[config.mk]
export PLATFORM = sky130hd
export DESIGN_NAME = ucc_charge_ctrl
export DESIGN_NICKNAME = d
export VERILOG_FILES = /design/src/logic/ucc_pkg.sv /design/src/logic/ucc_charge_ctrl.sv
export SDC_FILE = /design/constraint.sdc
export NUM_CORES = 1
export LEC_CHECK = 0
export BUFFER_PORTS_ARGS = -buffer_cell sky130_fd_sc_hd__buf_2
export CORE_UTILIZATION = 57
export DETAILED_ROUTE_END_ITERATION = 12
export PLACE_DENSITY = 0.81
export SLEW_MARGIN = 10
export SYNTH_ARGS = -nofsm -noshare
export SYNTH_HDL_FRONTEND = slang
export SYNTH_SLANG_ARGS = --single-unit
[constraint.sdc]
create_clock -name clk -period 3.85 [get_ports clk]
set_input_delay 0.385 -clock clk [delete_from_list [all_inputs] [get_ports clk]]
set_output_delay 0.385 -clock clk [all_outputs]
set_load 0.02 [all_outputs]
[src/logic/ucc_pkg.sv]
// constants, types and register map of the usb charge mode controller
package ucc_pkg;

    // ******************************
    // register map
    // ******************************
    localparam logic [31:0] ADDR_CTRL   = 32'h0000_0000;
    localparam logic [31:0] ADDR_STATUS = 32'h0000_0004;
    localparam logic [31:0] CTRL_RESET  = 32'h0000_0000;

    // status field positions
    localparam int ST_POWER_BIT    = 0;
    localparam int ST_DISCH_BIT    = 1;
    localparam int ST_DATA_SW_BIT  = 2;
    localparam int ST_SCHEME_LSB   = 4;
    localparam int ST_LS_HID_BIT   = 8;
    localparam int ST_FS_HID_BIT   = 9;
    localparam int ST_HS_SEEN_BIT  = 10;
    localparam int ST_OVERRIDE_BIT = 11;
    localparam int ST_STATE_LSB    = 16;

    // ******************************
    // timing
    // ******************************
    localparam longint CLK_HZ            = 10_000_000;
    localparam longint DISCHARGE_TIME_MS = 100;
    localparam longint PULLUP_TIME_MS    = 50;
    localparam longint HC_WINDOW_MS      = 20;
    localparam longint FS_QUALIFY_S      = 60;
    localparam int unsigned DISCHARGE_CYCLES =
        int'((DISCHARGE_TIME_MS * CLK_HZ + 999) / 1000);
    localparam int unsigned PULLUP_CYCLES =
        int'((PULLUP_TIME_MS * CLK_HZ + 999) / 1000);
    localparam int unsigned HC_WINDOW_CYCLES =
        int'((HC_WINDOW_MS * CLK_HZ + 999) / 1000);
    localparam int unsigned FS_QUALIFY_CYCLES = int'(FS_QUALIFY_S * CLK_HZ);

    // ******************************
    // types
    // ******************************
    typedef enum logic [2:0] {
        M_OFF, M_AUTO, M_STD_A, M_FORCE_SHORT, M_FORCE_DIV, M_STD_B, M_CHG_PORT
    } ucc_mode_t;

    typedef enum logic [2:0] {
        SCH_OPEN, SCH_DIV_LOW, SCH_DIV_HIGH, SCH_PULLUP, SCH_SHORT
    } ucc_scheme_t;

    typedef enum logic [10:0] {
        S_INIT        = 11'b000_0000_0001,
        S_OFF         = 11'b000_0000_0010,
        S_DISCH       = 11'b000_0000_0100,
        S_DIV_LOW     = 11'b000_0000_1000,
        S_DIV_HIGH    = 11'b000_0001_0000,
        S_PULLUP      = 11'b000_0010_0000,
        S_AUTO_SHORT  = 11'b000_0100_0000,
        S_FORCE_SHORT = 11'b000_1000_0000,
        S_FORCE_DIV   = 11'b001_0000_0000,
        S_STD_PORT    = 11'b010_0000_0000,
        S_CHG_PORT    = 11'b100_0000_0000
    } ucc_state_t;

    // control register, bit 0 is mode_select_1
    typedef struct packed {
        logic enable;
        logic current_limit_select;
        logic mode_select_3;
        logic mode_select_2;
        logic mode_select_1;
    } ucc_ctrl_t;

    // digitised line and load sensing
    typedef struct packed {
        logic dp_high;
        logic dm_high;
        logic high_current;
        logic bc_device_seen;
        logic data_released;
    } ucc_sense_t;

    // drive to switches and signature generator
    typedef struct packed {
        logic        power_switch_on;
        logic        discharge_on;
        logic        data_switch_on;
        ucc_scheme_t scheme;
    } ucc_line_ctl_t;

endpackage : ucc_pkg

[src/logic/ucc_charge_ctrl.sv]
// charge mode controller: mode decode, auto detection, discharge, hid wake
// ****************************************************************
// ****************************************************************
`timescale 1ns/1ps
`default_nettype none

module ucc_charge_ctrl #(
    parameter int unsigned DISCHARGE_CYCLES  = ucc_pkg::DISCHARGE_CYCLES,
    parameter int unsigned PULLUP_CYCLES     = ucc_pkg::PULLUP_CYCLES,
    parameter int unsigned HC_WINDOW_CYCLES  = ucc_pkg::HC_WINDOW_CYCLES,
    parameter int unsigned FS_QUALIFY_CYCLES = ucc_pkg::FS_QUALIFY_CYCLES
) (
    // clock and resets
    input  wire logic                   clk,
    input  wire logic                   reset,
    input  wire logic                   power_on_reset,
    // ahb-lite slave
    input  wire logic                   hsel,
    input  wire logic [31:0]            haddr,
    input  wire logic [1:0]             htrans,
    input  wire logic                   hwrite,
    input  wire logic [2:0]             hsize,
    input  wire logic [31:0]            hwdata,
    input  wire logic                   hready,
    output logic                        hreadyout,
    output logic                        hresp,
    output logic [31:0]                 hrdata,
    // analog sensing
    input  wire ucc_pkg::ucc_sense_t    sense,
    // switch and signature drive
    output ucc_pkg::ucc_line_ctl_t      line_ctl
);

    // ******************************
    // decode helpers
    // ******************************

    // pins are {mode_select_1, mode_select_2, mode_select_3, current_limit_select}
    function automatic ucc_pkg::ucc_mode_t decode_mode(input logic [3:0] pins);
        ucc_pkg::ucc_mode_t m;
        m = ucc_pkg::M_OFF;
        case (pins[3:1])
            3'h0: m = ucc_pkg::M_OFF;
            3'h1, 3'h3: m = ucc_pkg::M_AUTO;
            3'h2, 3'h6: m = ucc_pkg::M_STD_A;
            3'h4: m = ucc_pkg::M_FORCE_SHORT;
            3'h5: m = ucc_pkg::M_FORCE_DIV;
            default: m = pins[0] ? ucc_pkg::M_CHG_PORT : ucc_pkg::M_STD_B;
        endcase
        return m;
    endfunction : decode_mode

    // first state of a mode
    function automatic ucc_pkg::ucc_state_t entry_state(input ucc_pkg::ucc_mode_t m);
        ucc_pkg::ucc_state_t s;
        s = ucc_pkg::S_OFF;
        case (m)
            ucc_pkg::M_OFF:         s = ucc_pkg::S_OFF;
            ucc_pkg::M_AUTO:        s = ucc_pkg::S_DIV_LOW;
            ucc_pkg::M_STD_A:       s = ucc_pkg::S_STD_PORT;
            ucc_pkg::M_STD_B:       s = ucc_pkg::S_STD_PORT;
            ucc_pkg::M_FORCE_SHORT: s = ucc_pkg::S_FORCE_SHORT;
            ucc_pkg::M_FORCE_DIV:   s = ucc_pkg::S_FORCE_DIV;
            ucc_pkg::M_CHG_PORT:    s = ucc_pkg::S_CHG_PORT;
            default:                s = ucc_pkg::S_OFF;
        endcase
        return s;
    endfunction : entry_state

    function automatic logic is_port_mode(input ucc_pkg::ucc_mode_t m);
        return (m == ucc_pkg::M_STD_A) || (m == ucc_pkg::M_STD_B)
            || (m == ucc_pkg::M_CHG_PORT);
    endfunction : is_port_mode

    // ******************************
    // register bus
    // ******************************
    ucc_pkg::ucc_ctrl_t ctrl;
    ucc_pkg::ucc_ctrl_t next_ctrl;
    logic               wr_pend;
    logic               next_wr_pend;
    logic [31:0]        wr_addr;
    logic [31:0]        next_wr_addr;
    logic [31:0]        next_hrdata;
    logic [31:0]        status_word;
    logic               addr_phase;

    // zero wait states, always okay
    assign hreadyout  = 1'b1;
    assign hresp      = 1'b0;
    assign addr_phase = hsel && htrans[1] && hready;

    // bus next values: writes land in the data phase, reads are fetched early
    always_comb begin
        next_ctrl    = ctrl;
        next_wr_pend = addr_phase && hwrite;
        next_wr_addr = addr_phase ? haddr : wr_addr;
        next_hrdata  = hrdata;
        if (wr_pend && wr_addr == ucc_pkg::ADDR_CTRL) begin
            next_ctrl = hwdata[4:0];
        end
        if (addr_phase && !hwrite) begin
            case (haddr)
                ucc_pkg::ADDR_CTRL:   next_hrdata = {27'h0, ctrl};
                ucc_pkg::ADDR_STATUS: next_hrdata = status_word;
                default:              next_hrdata = 32'h0;   // unmapped reads zero
            endcase
        end
    end

    // bus registers
    always_ff @(posedge clk) begin
        if (reset) begin
            ctrl    <= ucc_pkg::ucc_ctrl_t'(ucc_pkg::CTRL_RESET[4:0]);
            wr_pend <= 1'b0;
            wr_addr <= 32'h0;
            hrdata  <= 32'h0;
        end else begin
            ctrl    <= next_ctrl;
            wr_pend <= next_wr_pend;
            wr_addr <= next_wr_addr;
            hrdata  <= next_hrdata;
        end
    end

    // ******************************
    // mode request and hid override
    // ******************************
    ucc_pkg::ucc_state_t state;
    ucc_pkg::ucc_state_t next_state;
    ucc_pkg::ucc_state_t target;
    ucc_pkg::ucc_state_t next_target;
    ucc_pkg::ucc_mode_t  cur_mode;
    ucc_pkg::ucc_mode_t  next_cur_mode;
    ucc_pkg::ucc_mode_t  pin_mode;
    ucc_pkg::ucc_mode_t  req_mode;
    logic [31:0]         timer;
    logic [31:0]         next_timer;
    logic                hid_detected;
    logic                override;
    logic                direct_swap;

    assign pin_mode = decode_mode({ctrl.mode_select_1, ctrl.mode_select_2,
                                   ctrl.mode_select_3, ctrl.current_limit_select});

    // port mode held against a move to 011 while an hid is attached
    assign override = hid_detected && is_port_mode(cur_mode)
        && ({ctrl.mode_select_1, ctrl.mode_select_2, ctrl.mode_select_3} == 3'h3);
    assign req_mode = override ? cur_mode : pin_mode;

    // standard port b and charging port change over without discharge
    assign direct_swap = (cur_mode == ucc_pkg::M_STD_B && req_mode == ucc_pkg::M_CHG_PORT)
        || (cur_mode == ucc_pkg::M_CHG_PORT && req_mode == ucc_pkg::M_STD_B);

    // ******************************
    // charge state machine
    // ******************************

    // next state, discharge target and phase timer
    always_comb begin
        next_state    = state;
        next_target   = target;
        next_cur_mode = cur_mode;
        next_timer    = timer + 32'h1;
        if (power_on_reset) begin
            next_state    = ucc_pkg::S_INIT;
            next_cur_mode = ucc_pkg::M_OFF;
            next_timer    = 32'h0;
        end else if (state == ucc_pkg::S_INIT) begin
            next_state    = entry_state(pin_mode);
            next_cur_mode = pin_mode;
            next_timer    = 32'h0;
        end else if (req_mode != cur_mode) begin
            next_cur_mode = req_mode;
            next_timer    = 32'h0;
            if (direct_swap) begin
                next_state = entry_state(req_mode);
            end else if (req_mode == ucc_pkg::M_OFF) begin
                next_state = ucc_pkg::S_OFF;
            end else begin
                next_state  = ucc_pkg::S_DISCH;
                next_target = entry_state(req_mode);
            end
        end else begin
            case (state)
                ucc_pkg::S_DISCH: begin
                    if (timer >= 32'(DISCHARGE_CYCLES - 1)) begin
                        next_state = target;
                        next_timer = 32'h0;
                    end
                end
                ucc_pkg::S_DIV_LOW: begin
                    // a divider device just keeps drawing here
                    if (sense.bc_device_seen) begin
                        next_state  = ucc_pkg::S_DISCH;
                        next_target = ucc_pkg::S_PULLUP;
                        next_timer  = 32'h0;
                    end else if (sense.high_current) begin
                        next_state = ucc_pkg::S_DIV_HIGH;
                        next_timer = 32'h0;
                    end
                end
                ucc_pkg::S_DIV_HIGH: begin
                    if (sense.bc_device_seen) begin
                        next_state  = ucc_pkg::S_DISCH;
                        next_target = ucc_pkg::S_PULLUP;
                        next_timer  = 32'h0;
                    end else if (timer >= 32'(HC_WINDOW_CYCLES - 1)) begin
                        next_timer = 32'h0;
                        if (!sense.high_current) begin
                            next_state = ucc_pkg::S_DIV_LOW;
                        end
                    end
                end
                ucc_pkg::S_PULLUP: begin
                    if (timer >= 32'(PULLUP_CYCLES - 1)) begin
                        next_state = ucc_pkg::S_AUTO_SHORT;
                        next_timer = 32'h0;
                    end
                end
                ucc_pkg::S_AUTO_SHORT: begin
                    if (sense.data_released) begin
                        next_state = ucc_pkg::S_DIV_LOW;
                    end
                    next_timer = 32'h0;
                end
                ucc_pkg::S_OFF, ucc_pkg::S_FORCE_SHORT, ucc_pkg::S_FORCE_DIV,
                ucc_pkg::S_STD_PORT, ucc_pkg::S_CHG_PORT: begin
                    next_timer = 32'h0;
                end
                default: begin
                    next_state = ucc_pkg::S_INIT;
                    next_timer = 32'h0;
                end
            endcase
        end
    end

    // state registers
    always_ff @(posedge clk) begin
        if (reset) begin
            state    <= ucc_pkg::S_INIT;
            target   <= ucc_pkg::S_OFF;
            cur_mode <= ucc_pkg::M_OFF;
            timer    <= 32'h0;
        end else begin
            state    <= next_state;
            target   <= next_target;
            cur_mode <= next_cur_mode;
            timer    <= next_timer;
        end
    end

    // ******************************
    // switch and signature drive
    // ******************************
    ucc_pkg::ucc_line_ctl_t next_line_ctl;

    // outputs follow the state being entered so they line up with it
    always_comb begin
        next_line_ctl.power_switch_on = 1'b1;
        next_line_ctl.discharge_on    = 1'b0;
        next_line_ctl.data_switch_on  = 1'b0;
        next_line_ctl.scheme          = ucc_pkg::SCH_OPEN;
        case (next_state)
            ucc_pkg::S_INIT, ucc_pkg::S_OFF, ucc_pkg::S_DISCH: begin
                next_line_ctl.power_switch_on = 1'b0;
                next_line_ctl.discharge_on    = 1'b1;
                next_line_ctl.data_switch_on  = 1'b0;
            end
            ucc_pkg::S_DIV_LOW, ucc_pkg::S_FORCE_DIV: begin
                next_line_ctl.scheme = ucc_pkg::SCH_DIV_LOW;
            end
            ucc_pkg::S_DIV_HIGH: begin
                next_line_ctl.scheme = ucc_pkg::SCH_DIV_HIGH;
            end
            ucc_pkg::S_PULLUP: begin
                next_line_ctl.scheme = ucc_pkg::SCH_PULLUP;
            end
            ucc_pkg::S_AUTO_SHORT, ucc_pkg::S_FORCE_SHORT: begin
                next_line_ctl.scheme = ucc_pkg::SCH_SHORT;
            end
            ucc_pkg::S_STD_PORT, ucc_pkg::S_CHG_PORT: begin
                // current limiting does not reach this term
                next_line_ctl.data_switch_on = ctrl.enable;
            end
            default: begin
                next_line_ctl.power_switch_on = 1'b0;
                next_line_ctl.discharge_on    = 1'b1;
            end
        endcase
    end

    // registered drive, discharging from reset
    always_ff @(posedge clk) begin
        if (reset) begin
            line_ctl <= '{power_switch_on: 1'b0, discharge_on: 1'b1,
                          data_switch_on: 1'b0, scheme: ucc_pkg::SCH_OPEN};
        end else begin
            line_ctl <= next_line_ctl;
        end
    end

    // ******************************
    // hid attach recognition
    // ******************************
    logic        ls_hid;
    logic        fs_hid;
    logic        fs_cand;
    logic        hs_seen;
    logic [31:0] fs_count;
    logic        next_ls_hid;
    logic        next_fs_hid;
    logic        next_fs_cand;
    logic        next_hs_seen;
    logic [31:0] next_fs_count;
    logic        monitor;

    assign monitor      = (state == ucc_pkg::S_STD_PORT) || (state == ucc_pkg::S_CHG_PORT);
    assign hid_detected = ls_hid || fs_hid;

    // attach speed from idle line levels
    always_comb begin
        next_ls_hid   = ls_hid;
        next_fs_hid   = fs_hid;
        next_fs_cand  = fs_cand;
        next_hs_seen  = hs_seen;
        next_fs_count = fs_count;
        if (!monitor || power_on_reset) begin
            next_ls_hid   = 1'b0;
            next_fs_hid   = 1'b0;
            next_fs_cand  = 1'b0;
            next_hs_seen  = 1'b0;
            next_fs_count = 32'h0;
        end else if (sense.dm_high && !sense.dp_high) begin
            next_ls_hid = 1'b1;
        end else if (sense.dp_high && !sense.dm_high) begin
            if (!hs_seen) begin
                next_fs_cand = 1'b1;
                if (fs_count >= 32'(FS_QUALIFY_CYCLES - 1)) begin
                    next_fs_hid = 1'b1;
                end else begin
                    next_fs_count = fs_count + 32'h1;
                end
            end
        end else if (!sense.dp_high && !sense.dm_high) begin
            // D+ released after connect means a high speed device
            next_hs_seen  = hs_seen || (fs_cand && !fs_hid);
            next_ls_hid   = 1'b0;
            next_fs_hid   = 1'b0;
            next_fs_cand  = 1'b0;
            next_fs_count = 32'h0;
        end
    end

    // hid registers
    always_ff @(posedge clk) begin
        if (reset) begin
            ls_hid   <= 1'b0;
            fs_hid   <= 1'b0;
            fs_cand  <= 1'b0;
            hs_seen  <= 1'b0;
            fs_count <= 32'h0;
        end else begin
            ls_hid   <= next_ls_hid;
            fs_hid   <= next_fs_hid;
            fs_cand  <= next_fs_cand;
            hs_seen  <= next_hs_seen;
            fs_count <= next_fs_count;
        end
    end

    // ******************************
    // status word
    // ******************************
    always_comb begin
        status_word                                 = 32'h0;
        status_word[ucc_pkg::ST_POWER_BIT]          = line_ctl.power_switch_on;
        status_word[ucc_pkg::ST_DISCH_BIT]          = line_ctl.discharge_on;
        status_word[ucc_pkg::ST_DATA_SW_BIT]        = line_ctl.data_switch_on;
        status_word[ucc_pkg::ST_SCHEME_LSB +: 3]    = line_ctl.scheme;
        status_word[ucc_pkg::ST_LS_HID_BIT]         = ls_hid;
        status_word[ucc_pkg::ST_FS_HID_BIT]         = fs_hid;
        status_word[ucc_pkg::ST_HS_SEEN_BIT]        = hs_seen;
        status_word[ucc_pkg::ST_OVERRIDE_BIT]       = override;
        status_word[ucc_pkg::ST_STATE_LSB +: 11]    = state;
    end

    // hsize is always a word here and needs no check
    logic unused_ok;
    assign unused_ok = ^{hsize, hwdata[31:5]};

endmodule : ucc_charge_ctrl

`default_nettype wire

Word-level counts from Yosys, hierarchy flattened
Index checks and enable logic that the tools add are counted.
{"block": "classes", "add_sub_neg": 2, "n_lt_le_gt_ge": 4, "n_eq_ne": 48, "n_mux": 48, "bitwise_logic": 5, "reduce_logical": 54}
{"op": "two-way mux 32 bit", "n": 10}
{"op": "two-way mux 11 bit", "n": 17}
{"op": "case mux 32 bit (4 select lines)", "n": 1}
{"op": "case mux 11 bit (5 select lines)", "n": 2}
{"op": "case mux 11 bit (6 select lines)", "n": 1}
{"op": "adder 32 x 1 -> 32 bit (second input constant)", "n": 2}
{"op": "zero test 32 bit", "n": 2}
{"op": "case mux 27 bit (2 select lines)", "n": 1}
{"op": "equality test 3 bit (second input constant)", "n": 11}
{"op": "equality test 32 x 3 -> 1 bit (second input constant)", "n": 1}
{"op": ">= comparator 32 x 18 -> 1 bit (second input constant)", "n": 1}
{"op": ">= comparator 32 x 19 -> 1 bit (second input constant)", "n": 1}
{"op": ">= comparator 32 x 20 -> 1 bit (second input constant)", "n": 1}
{"op": ">= comparator 32 x 30 -> 1 bit (second input constant)", "n": 1}
{"op": "equality test 11 x 10 -> 1 bit (second input constant)", "n": 2}
{"op": "equality test 11 bit (second input constant)", "n": 2}
{"op": "equality test 11 x 4 -> 1 bit (second input constant)", "n": 2}
{"op": "equality test 11 x 5 -> 1 bit (second input constant)", "n": 2}
{"op": "equality test 11 x 6 -> 1 bit (second input constant)", "n": 2}
{"op": "equality test 11 x 7 -> 1 bit (second input constant)", "n": 2}
{"op": "equality test 11 x 8 -> 1 bit (second input constant)", "n": 2}
{"op": "equality test 11 x 9 -> 1 bit (second input constant)", "n": 2}
{"op": "OR reduction 2 bit", "n": 11}
{"op": "equality test 3 x 2 -> 1 bit (second input constant)", "n": 7}
{"op": "other kinds (25)", "n": 75}
{"block": "totals", "reg_bits": 169, "input_bits": 80, "output_inout_bits": 40, "elab_cells": 182}

Longest topological paths before layout
Gate-level depths: netlist of run 1.
{"block": "logic_depth", "ltp_word": 17, "ltp_mapped": 12, "depth_no_buf": 11}

Least setup slack after synthesis of run 1
OpenSTA, ideal clock, no wires.
{"block": "synth_timing", "path_kind": "register to register", "from": "register state[3]", "to": "register line_ctl[5] in the netlist's numbering", "setup_time_ns": 0.114, "t_arrival_ns": 2.637, "required_time_ns": 3.736, "path_slack_ns": 1.099, "stages_incl_launch_ff": 11, "n_path_buf": 1, "path_cell_list": "dfxtp_1 > buf_6 > or4_4 > nor4_1 > nor3_1 > a41o_1 > a211o_1 > a221o_2 > o2111ai_1 > nand4_1 > a21o_1"}
{"block": "synth_via", "elab_chain_len": 10, "word_cells_on_any_way": 34}
{"item": "start, declared", "line_no": "ucc_charge_ctrl.sv:129", "rtl": "ucc_pkg::ucc_state_t state;"}
{"item": "start signal, assigned", "line_no": "ucc_charge_ctrl.sv:242", "rtl": "state <= ucc_pkg::S_INIT;"}
{"item": "start signal, assigned", "line_no": "ucc_charge_ctrl.sv:247", "rtl": "state <= next_state;"}
{"item": "parallel branches: the longest is 5 deep, another holds equality test 11 x 10 -> 1 bit"}
{"item": "two-way mux 11 bit *", "line_no": "ucc_charge_ctrl.sv:169", "rtl": "end else if (state == ucc_pkg::S_INIT) begin"}
{"item": "two-way mux 11 bit *", "line_no": "ucc_charge_ctrl.sv:165", "rtl": "if (power_on_reset) begin"}
{"item": "equality test 11 x 10 -> 1 bit (tied with other cells)", "line_no": "ucc_charge_ctrl.sv:265", "rtl": "case (next_state)"}
{"item": "OR reduction 8 bit (no line) *"}
{"item": "two-way mux 2 bit *", "line_no": "ucc_charge_ctrl.sv:265"}
{"item": "end signal, assigned", "line_no": "ucc_charge_ctrl.sv:297", "rtl": "line_ctl <= '{power_switch_on: 1'b0, discharge_on: 1'b1,"}
{"item": "end signal, assigned", "line_no": "ucc_charge_ctrl.sv:300", "rtl": "line_ctl <= next_line_ctl;"}
{"item": "end, declared", "line_no": "ucc_charge_ctrl.sv:31", "rtl": "output ucc_pkg::ucc_line_ctl_t line_ctl"}
Mark *: on every way between the ends.
A chain may end at the register's enable or synchronous reset.

Worst setup path in the final report of run 1
{"block": "layout_timing", "from": "register ctrl[0] in the netlist's numbering", "to": "register line_ctl[4] in the netlist's numbering"}
{"block": "layout_via", "elab_chain_len": 14, "word_cells_on_any_way": 48}
{"item": "start, declared", "line_no": "ucc_charge_ctrl.sv:78", "rtl": "ucc_pkg::ucc_ctrl_t ctrl;"}
{"item": "start signal, assigned", "line_no": "ucc_charge_ctrl.sv:114", "rtl": "ctrl <= ucc_pkg::ucc_ctrl_t'(ucc_pkg::CTRL_RESET[4:0]);"}
{"item": "start signal, assigned", "line_no": "ucc_charge_ctrl.sv:119", "rtl": "ctrl <= next_ctrl;"}
{"item": "equality test 3 x 2 -> 1 bit (tied with other cells)", "line_no": "ucc_charge_ctrl.sv:42", "rtl": "case (pins[3:1])"}
{"item": "OR reduction 2 bit", "line_no": "ucc_charge_ctrl.sv:42"}
{"item": "case mux 3 bit (5 select lines)", "line_no": "ucc_charge_ctrl.sv:42"}
{"item": "two-way mux 3 bit", "line_no": "ucc_charge_ctrl.sv:149", "rtl": "assign req_mode = override ? cur_mode : pin_mode;"}
{"item": "equality test 3 bit (tied with other cells)", "line_no": "ucc_charge_ctrl.sv:57, ucc_charge_ctrl.sv:153"}
{"item": "OR reduction 2 bit (no line) (tied with other cells)"}
{"item": "case mux 11 bit (5 select lines) / logical OR 1 bit (equally long branches)", "line_no": "ucc_charge_ctrl.sv:57, ucc_charge_ctrl.sv:153"}
{"item": "two-way mux 11 bit", "line_no": "ucc_charge_ctrl.sv:176", "rtl": "if (direct_swap) begin"}
{"item": "two-way mux 11 bit", "line_no": "ucc_charge_ctrl.sv:173", "rtl": "end else if (req_mode != cur_mode) begin"}
{"item": "two-way mux 11 bit *", "line_no": "ucc_charge_ctrl.sv:169"}
{"item": "two-way mux 11 bit *", "line_no": "ucc_charge_ctrl.sv:165"}
{"item": "equality test 11 x 10 -> 1 bit (tied with other cells)", "line_no": "ucc_charge_ctrl.sv:265"}
{"item": "OR reduction 8 bit (no line) *"}
{"item": "two-way mux 2 bit *", "line_no": "ucc_charge_ctrl.sv:265"}
Every way passes the cells marked *; elsewhere a longest branch is shown, timed or not.

==> results.cfg, run 1 <==
[pwr]
p_sw_mw = 0.775
power.density_nw_per_um2 = 405
swShare = 0.228
peakVddDrop_mv = 0.350
p_leak_nw = 3.04
p_seq_frac = 0.482
p_int_mw = 2.62
comb_power_share = 0.055
clockPowerShare = 0.464

[worst_setup_path]
worstPathMaxFanout = 12
crit_top_cell = a31oi_1
reg2reg_slack_ns = 0.52
crit_buf_inv = 0
crit_type = reg2reg
worst-path-stages = 10
critPathLaunchType = flop
path_cells = nand2_1, a221o_1, a31oi_1, a31oi_1, and2_0, o31ai_1, and4_1, nand3_1, nor3b_1, a21oi_1
worstReg2RegEnd = line_ctl[4]
critical_path.slowest_cell = dfxtp_1
r2r_cells = 10
required_ns = 4.15
cp_top_family = simple AND/OR/NAND/NOR gates
arrival_ns = 3.63
r2r_start = ctrl[0]
cp-end-kind = flop
cp_slowest_stage_delay_ns = 0.56

[placed_design]
placed_cell_area_sq_um = 7820
finalWeightedCongestion = 0.886
hpwl_um = 11900
portBuffers = 76
dp_slack_ns = 0.653

[logic_synthesis]
muxShareOfSynthArea = 0.0137
ys_seq_area_frac = 0.419
avgSynthCellArea_sq_um = 8.02
synth_top_family_by_area = simple AND/OR/NAND/NOR gates
synth_area_sq_um = 7410
synth_edf_count = 0
synthXorXnorAreaFrac = 0.0650
synth_adder_area_share = 0.00338
syn_inst = 924
ys_ff_latch = 155
synth-main-ff-cell = dfxtp_1
synth_compound_area_frac = 0.154
yosysWarnings = 0
synth-async-reset-ratio = 0
yosys.area_share.simple = 0.293
synth_cell_type_count = 77

[clock_tree]
cts_buffers = 17
clock_latency_ns = 0.43
clockBufferDepth = 2
cts_hold_buf = 0
clk_root_buffer_cell = clkbuf_16
cts_resized = 0
cts_tree = yes
clk_pin_slew_ns = 0.06
clkSinkCount = 155
htree_levels = 4
cts_setup_buffers = 0

[timing]
rsz0062_at_grt = no
tns_ns = 0
hold_ws_ns = 0.205
tightest_slew_ns = 1.17
setup_viol = 0
setup_slack_ns = 0.522
final.min_clock_period_ns = 3.33
hold_viol = 0
max_freq_ghz = 0.300
fin_crit_sh = 0.864
drv_slew = 0
slew_headroom = 0.220
skew_ns = 0.0109

[global_route]
antenna_found_initial = 0
grt.total_usage = 0.256
first_global_vias = 5980
grt_pass1_wl_um = 27000
grt_max_degree = 67
grt.overflow.total = 0

[die]
die_h_um = 116
die_area_sq_um = 13500
pin_count = 120
num_rows = 41
initial_utilization = 0.585
die_x_um = 116
coreArea_sq_um = 12700

[finish]
utilization = 0.662
layout_commonest_cell = dfxtp_1
final_layout_size_suffix_gt1_frac = 0.138
final_cell_mix = dfxtp_1 (155), nor2_1 (150), nand2_1 (131), buf_2 (76), a21oi_1 (66)
n_antenna_cell = 0
area_growth_pct = 13.2
nFillCells = 1104
stdcell_area_sq_um = 8380
nets = 1061

[detailed_routing]
drtIter0Drc = 398
routed_wl_um = 16800
vias = 6610
route.detailed.drc = 0
post_drt_wl_per_cell_um = 14.4
drt-pass1-iter-count = 5
vias_per_cell = 5.68
antenna_left = 0

[job]
cap_viol_max_count = 0

[worst_hold_path]
whs_endpoint = wr_addr[20]
worstHoldPathCells = 3
min_from = haddr[20]
hold_class = in2reg

[outcome]
outcome = completed
==> logic make-up (layout without fill, tap and decap cells) <==
family / after synthesis / count (layout)
and+or+nand+nor: 449 / 449
AOI/OAI and AO/OA: 170 / 170
DFF: 155 / 155
buffers and inverters: 81 / 139
xor gates and xnor gates: 55 / 55
muxes: 10 / 10
adders and majority gates: 2 / 2
other: 2 / 12
==> per-stage QoR <==
step,total power [mW],std cells
2_1_floorplan,1.80,934
3_3_place_gp,1.85,1132
3_5_place_dp,1.85,1132
4_1_cts,3.42,1164
5_1_grt,3.51,1164
6_report,3.40,1164
==> tightest hold or removal path, cell delays in order <==
cell     delay [ns]
buf_2          0.10
nand2_1        0.05
a21oi_1        0.05
==> power groups by stage <==
stage / Combinational, mW / Sequential (mW) / Clock [mW]
6_report: 0.186 / 1.64 / 1.57
3_3_place_gp: 0.182 / 1.67 / 0
3_5_place_dp: 0.184 / 1.67 / 0
4_1_cts: 0.185 / 1.63 / 1.60
5_1_grt: 0.205 / 1.64 / 1.67
2_1_floorplan: 0.140 / 1.66 / 0
==> cells in the mapped netlist (3+ instances only) <==
library cell / number / area, sq um
nand2_1: 131 / 492
and3_1: 13 / 81.3
nor4_2: 3 / 37.5
or3_1: 11 / 68.8
xnor2_1: 20 / 175
o31ai_1: 4 / 30.0
inv_1: 23 / 86.3
nor4_1: 23 / 144
a21o_1: 6 / 45.0
buf_4: 13 / 97.6
or4_1: 3 / 22.5
a31oi_1: 5 / 31.3
nor2_1: 150 / 563
xor2_1: 35 / 307
and4_1: 6 / 52.6
nor3_1: 17 / 85.1
nand3_1: 32 / 160
nand4b_1: 3 / 26.3
and4b_1: 3 / 30.0
or2_2: 3 / 18.8
mux2i_1: 9 / 90.1
a211oi_1: 5 / 37.5
o211ai_1: 4 / 30.0
nor3b_1: 4 / 30.0
a21boi_0: 5 / 37.5
clkbuf_1: 33 / 124
dfxtp_1: 155 / 3100
a22oi_1: 19 / 143
nor2b_1: 5 / 31.3
a21oi_1: 66 / 330
nand4_1: 17 / 106
o21ai_0: 18 / 90.1
nand2b_1: 4 / 25.0
buf_2: 11 / 55.1
and2_1: 5 / 31.3
==> state kept, by name, indices dropped and copies added, names as in the netlist <==
signal    cells
wr_addr      32
target        7
fs_count     32
line_ctl      6
fs_hid        1
fs_cand       1
ls_hid        1
wr_pend       1
state        11
hrdata       22
hs_seen       1
ctrl          5
cur_mode      3
timer        32
==> worst max path at each step <==
stage | start | endpoint | slack, ns
after floorplan | state[3] | line_ctl[5] | 1.10
after global placement | ctrl[0] | line_ctl[4] | 0.68
after detailed placement | ctrl[0] | line_ctl[4] | 0.65
after CTS | ctrl[0] | line_ctl[4] | 0.60
after global routing | timer[18] | line_ctl[5] | 0.22
final | ctrl[0] | line_ctl[4] | 0.52
==> final cells by class <==
class / instances / area, sq um / area share
clock inverters: 11 / 93.8 / 0.0112
flip-flops and latches: 155 / 3100 / 0.370
multi-input cells: 698 / 3980 / 0.474
clock buffers: 21 / 470 / 0.0561
repair buffers: 84 / 440 / 0.0525
well taps: 172 / 215 / 0.0257
inverters: 23 / 86.3 / 0.0103
==> layer usage <==
| metal | GRT usage | wire, um | vias to the layer above |
|---|---|---|---|
| li1 | - | - | 3324 |
| met1 | 0.305 | 7520 | 3110 |
| met2 | 0.443 | 8140 | 153 |
| met3 | 0.0528 | 766 | 23 |
| met4 | 0.116 | 352 | 0 |
| met5 | 0 | 0 | - |
(Power assumes the default switching activity.)
==> inputs of run 2 (changes only) <==
--- a/config.mk
+++ b/config.mk
@@ -5,7 +5,7 @@
 export SDC_FILE = /design/constraint.sdc
 export NUM_CORES = 1
 export LEC_CHECK = 0
-export BUFFER_PORTS_ARGS = -buffer_cell sky130_fd_sc_hd__buf_2
+export BUFFER_PORTS_ARGS = -buffer_cell sky130_fd_sc_hd__buf_4
 export CORE_UTILIZATION = 57
 export DETAILED_ROUTE_END_ITERATION = 12
 export PLACE_DENSITY = 0.81
==> run 2 against run 1 <==
Compared with the run above:
- critical path depth is the same
- largest cell class unchanged
- cell count is 0.17% lower
- clock power increased by 8%
- sequential power hardly changed
- clock-buffer cell count rose by 3
- fmax up 0.56%
- sequential share of layout area is 0.96 points lower
- utilization is 1.8 points higher
- cell area grew 2.7%
- total power increased by 3.9%
- register-to-register slack improved by 0.02 ns
- clock skew about the same
==> results.cfg, run 2 (synthesized netlist as in run 1, its figures left out) <==
[timing]
hold_viol = 0
hold_ws_ns = 0.198
slew_headroom = 0.231
tightest_slew_ns = 1.15
max_freq_ghz = 0.302
rsz0062_at_grt = no
drv_slew = 0
skew_ns = 0.0112
setup_viol = 0
tns_ns = 0
fin_crit_sh = 0.860
final.min_clock_period_ns = 3.31

[die]
die_area_sq_um = 13500
initial_utilization = 0.585
num_rows = 41
pin_count = 120
die_x_um = 116
coreArea_sq_um = 12700
die_h_um = 116

[worst_setup_path]
endpoint = line_ctl[4]
critPathLaunchType = flop
arrival_ns = 3.61
critPathLaunch = ctrl[0]
required_ns = 4.15
reg2reg_slack_ns = 0.54
worstPathMaxFanout = 12
r2r_start = ctrl[0]
cp-end-kind = flop
r2r_cells = 10
crit_type = reg2reg
worstReg2RegEnd = line_ctl[4]

[finish]
n_antenna_cell = 0
nets = 1060
area_growth_pct = 16.2
stdcell_area_sq_um = 8610
final_cell_mix = dfxtp_1 (155), nor2_1 (150), nand2_1 (131), buf_4 (83), a21oi_1 (66)
layout_commonest_cell = dfxtp_1
final_layout_size_suffix_gt1_frac = 0.134
top_regs = fs_count x32, timer x32, wr_addr x32

[pwr]
p_seq_frac = 0.464
comb_power_share = 0.056
p_int_mw = 2.78
peakVddDrop_mv = 0.338
clockPowerShare = 0.480
p_sw_mw = 0.748
swShare = 0.212
p_leak_nw = 3.09
power.density_nw_per_um2 = 410

[clock_tree]
cts_tree = yes
clk_root_buffer_cell = clkbuf_16
cts_setup_buffers = 0
cts_buffers = 17
htree_levels = 4
clockBufferDepth = 2
clock_latency_ns = 0.43
clkSinkCount = 155
cts_hold_buf = 0
clk_pin_slew_ns = 0.06
cts_resized = 0

[job]
cap_viol_max_count = 0

[detailed_routing]
vias_per_cell = 5.63
route.detailed.drc = 0
vias = 6543
post_drt_wl_per_cell_um = 14.4
antenna_left = 0
routed_wl_um = 16800
drt-pass1-iter-count = 7
drtIter0Drc = 387

[global_route]
grt_pass1_wl_um = 26900
grt.total_usage = 0.252
antenna_found_initial = 0
grt_max_degree = 76
first_global_vias = 5916
grt.overflow.total = 0

[worst_hold_path]
hold_class = in2reg

[placed_design]
portBuffers = 76
finalWeightedCongestion = 0.894
hpwl_um = 11600
placed_cell_area_sq_um = 8000

[outcome]
outcome = completed
-- run 2: per-stage QoR --
step	power [mW]	instances	worst slack [ns]	utilization
floorplan	1.80	934	1.10	-
global placement	1.86	1131	0.669	0.632
CTS	3.55	1162	0.594	0.679
detailed placement	1.86	1131	0.622	0.632
global route	3.64	1162	0.234	0.679
finish	3.53	1162	0.541	0.679
-- run 2: final cells by class --
cell class | count | area (sq um)
well taps | 172 | 215
repair buffers | 83 | 623
clock inverters | 7 | 113
clock buffers | 24 | 492
fillers | 1047 | 4060
flip-flops and latches | 155 | 3100
inverters | 23 | 86.3
multi-input cells | 698 | 3980
-- run 2: worst min path at each step --
stage                       startpoint      endpoint  slack (ns)  cells after the start
after detailed placement  fs_count[31]  fs_count[31]        0.44                      2
after global routing          sense[4]        ls_hid        0.19                      2
after global placement    fs_count[31]  fs_count[31]        0.43                      2
after floorplan           fs_count[31]  fs_count[31]        0.42                      2
final                         sense[4]        ls_hid        0.20                      2
after CTS                     sense[4]        ls_hid        0.18                      2
-- run 2: power groups by stage --
stage	registers, mW	logic (mW)	clock network [mW]
6_report	1.64	0.197	1.69
5_1_grt	1.64	0.218	1.78
4_1_cts	1.63	0.196	1.72
3_5_place_dp	1.67	0.195	0
3_3_place_gp	1.67	0.194	0
2_1_floorplan	1.66	0.140	0
-- run 2: metal layers --
metal | vias to the layer above | global-route usage | share of wire
met5 | - | 0 | 0
met3 | 23 | 0.0502 | 0.045
met1 | 3051 | 0.305 | 0.45
met4 | 0 | 0.103 | 0.020
met2 | 160 | 0.438 | 0.49
li1 | 3309 | - | -
-- run 2: critical path, cell delays in order (launching register included) --
cell and delay (ns):
dfxtp_1 0.57, nand2_1 0.19, a221o_1 0.38, a31oi_1 0.19, a31oi_1 0.21, and2_0 0.30, o31ai_1 0.45, and4_1 0.41
nand3_1 0.15, nor3b_1 0.27, a21oi_1 0.07
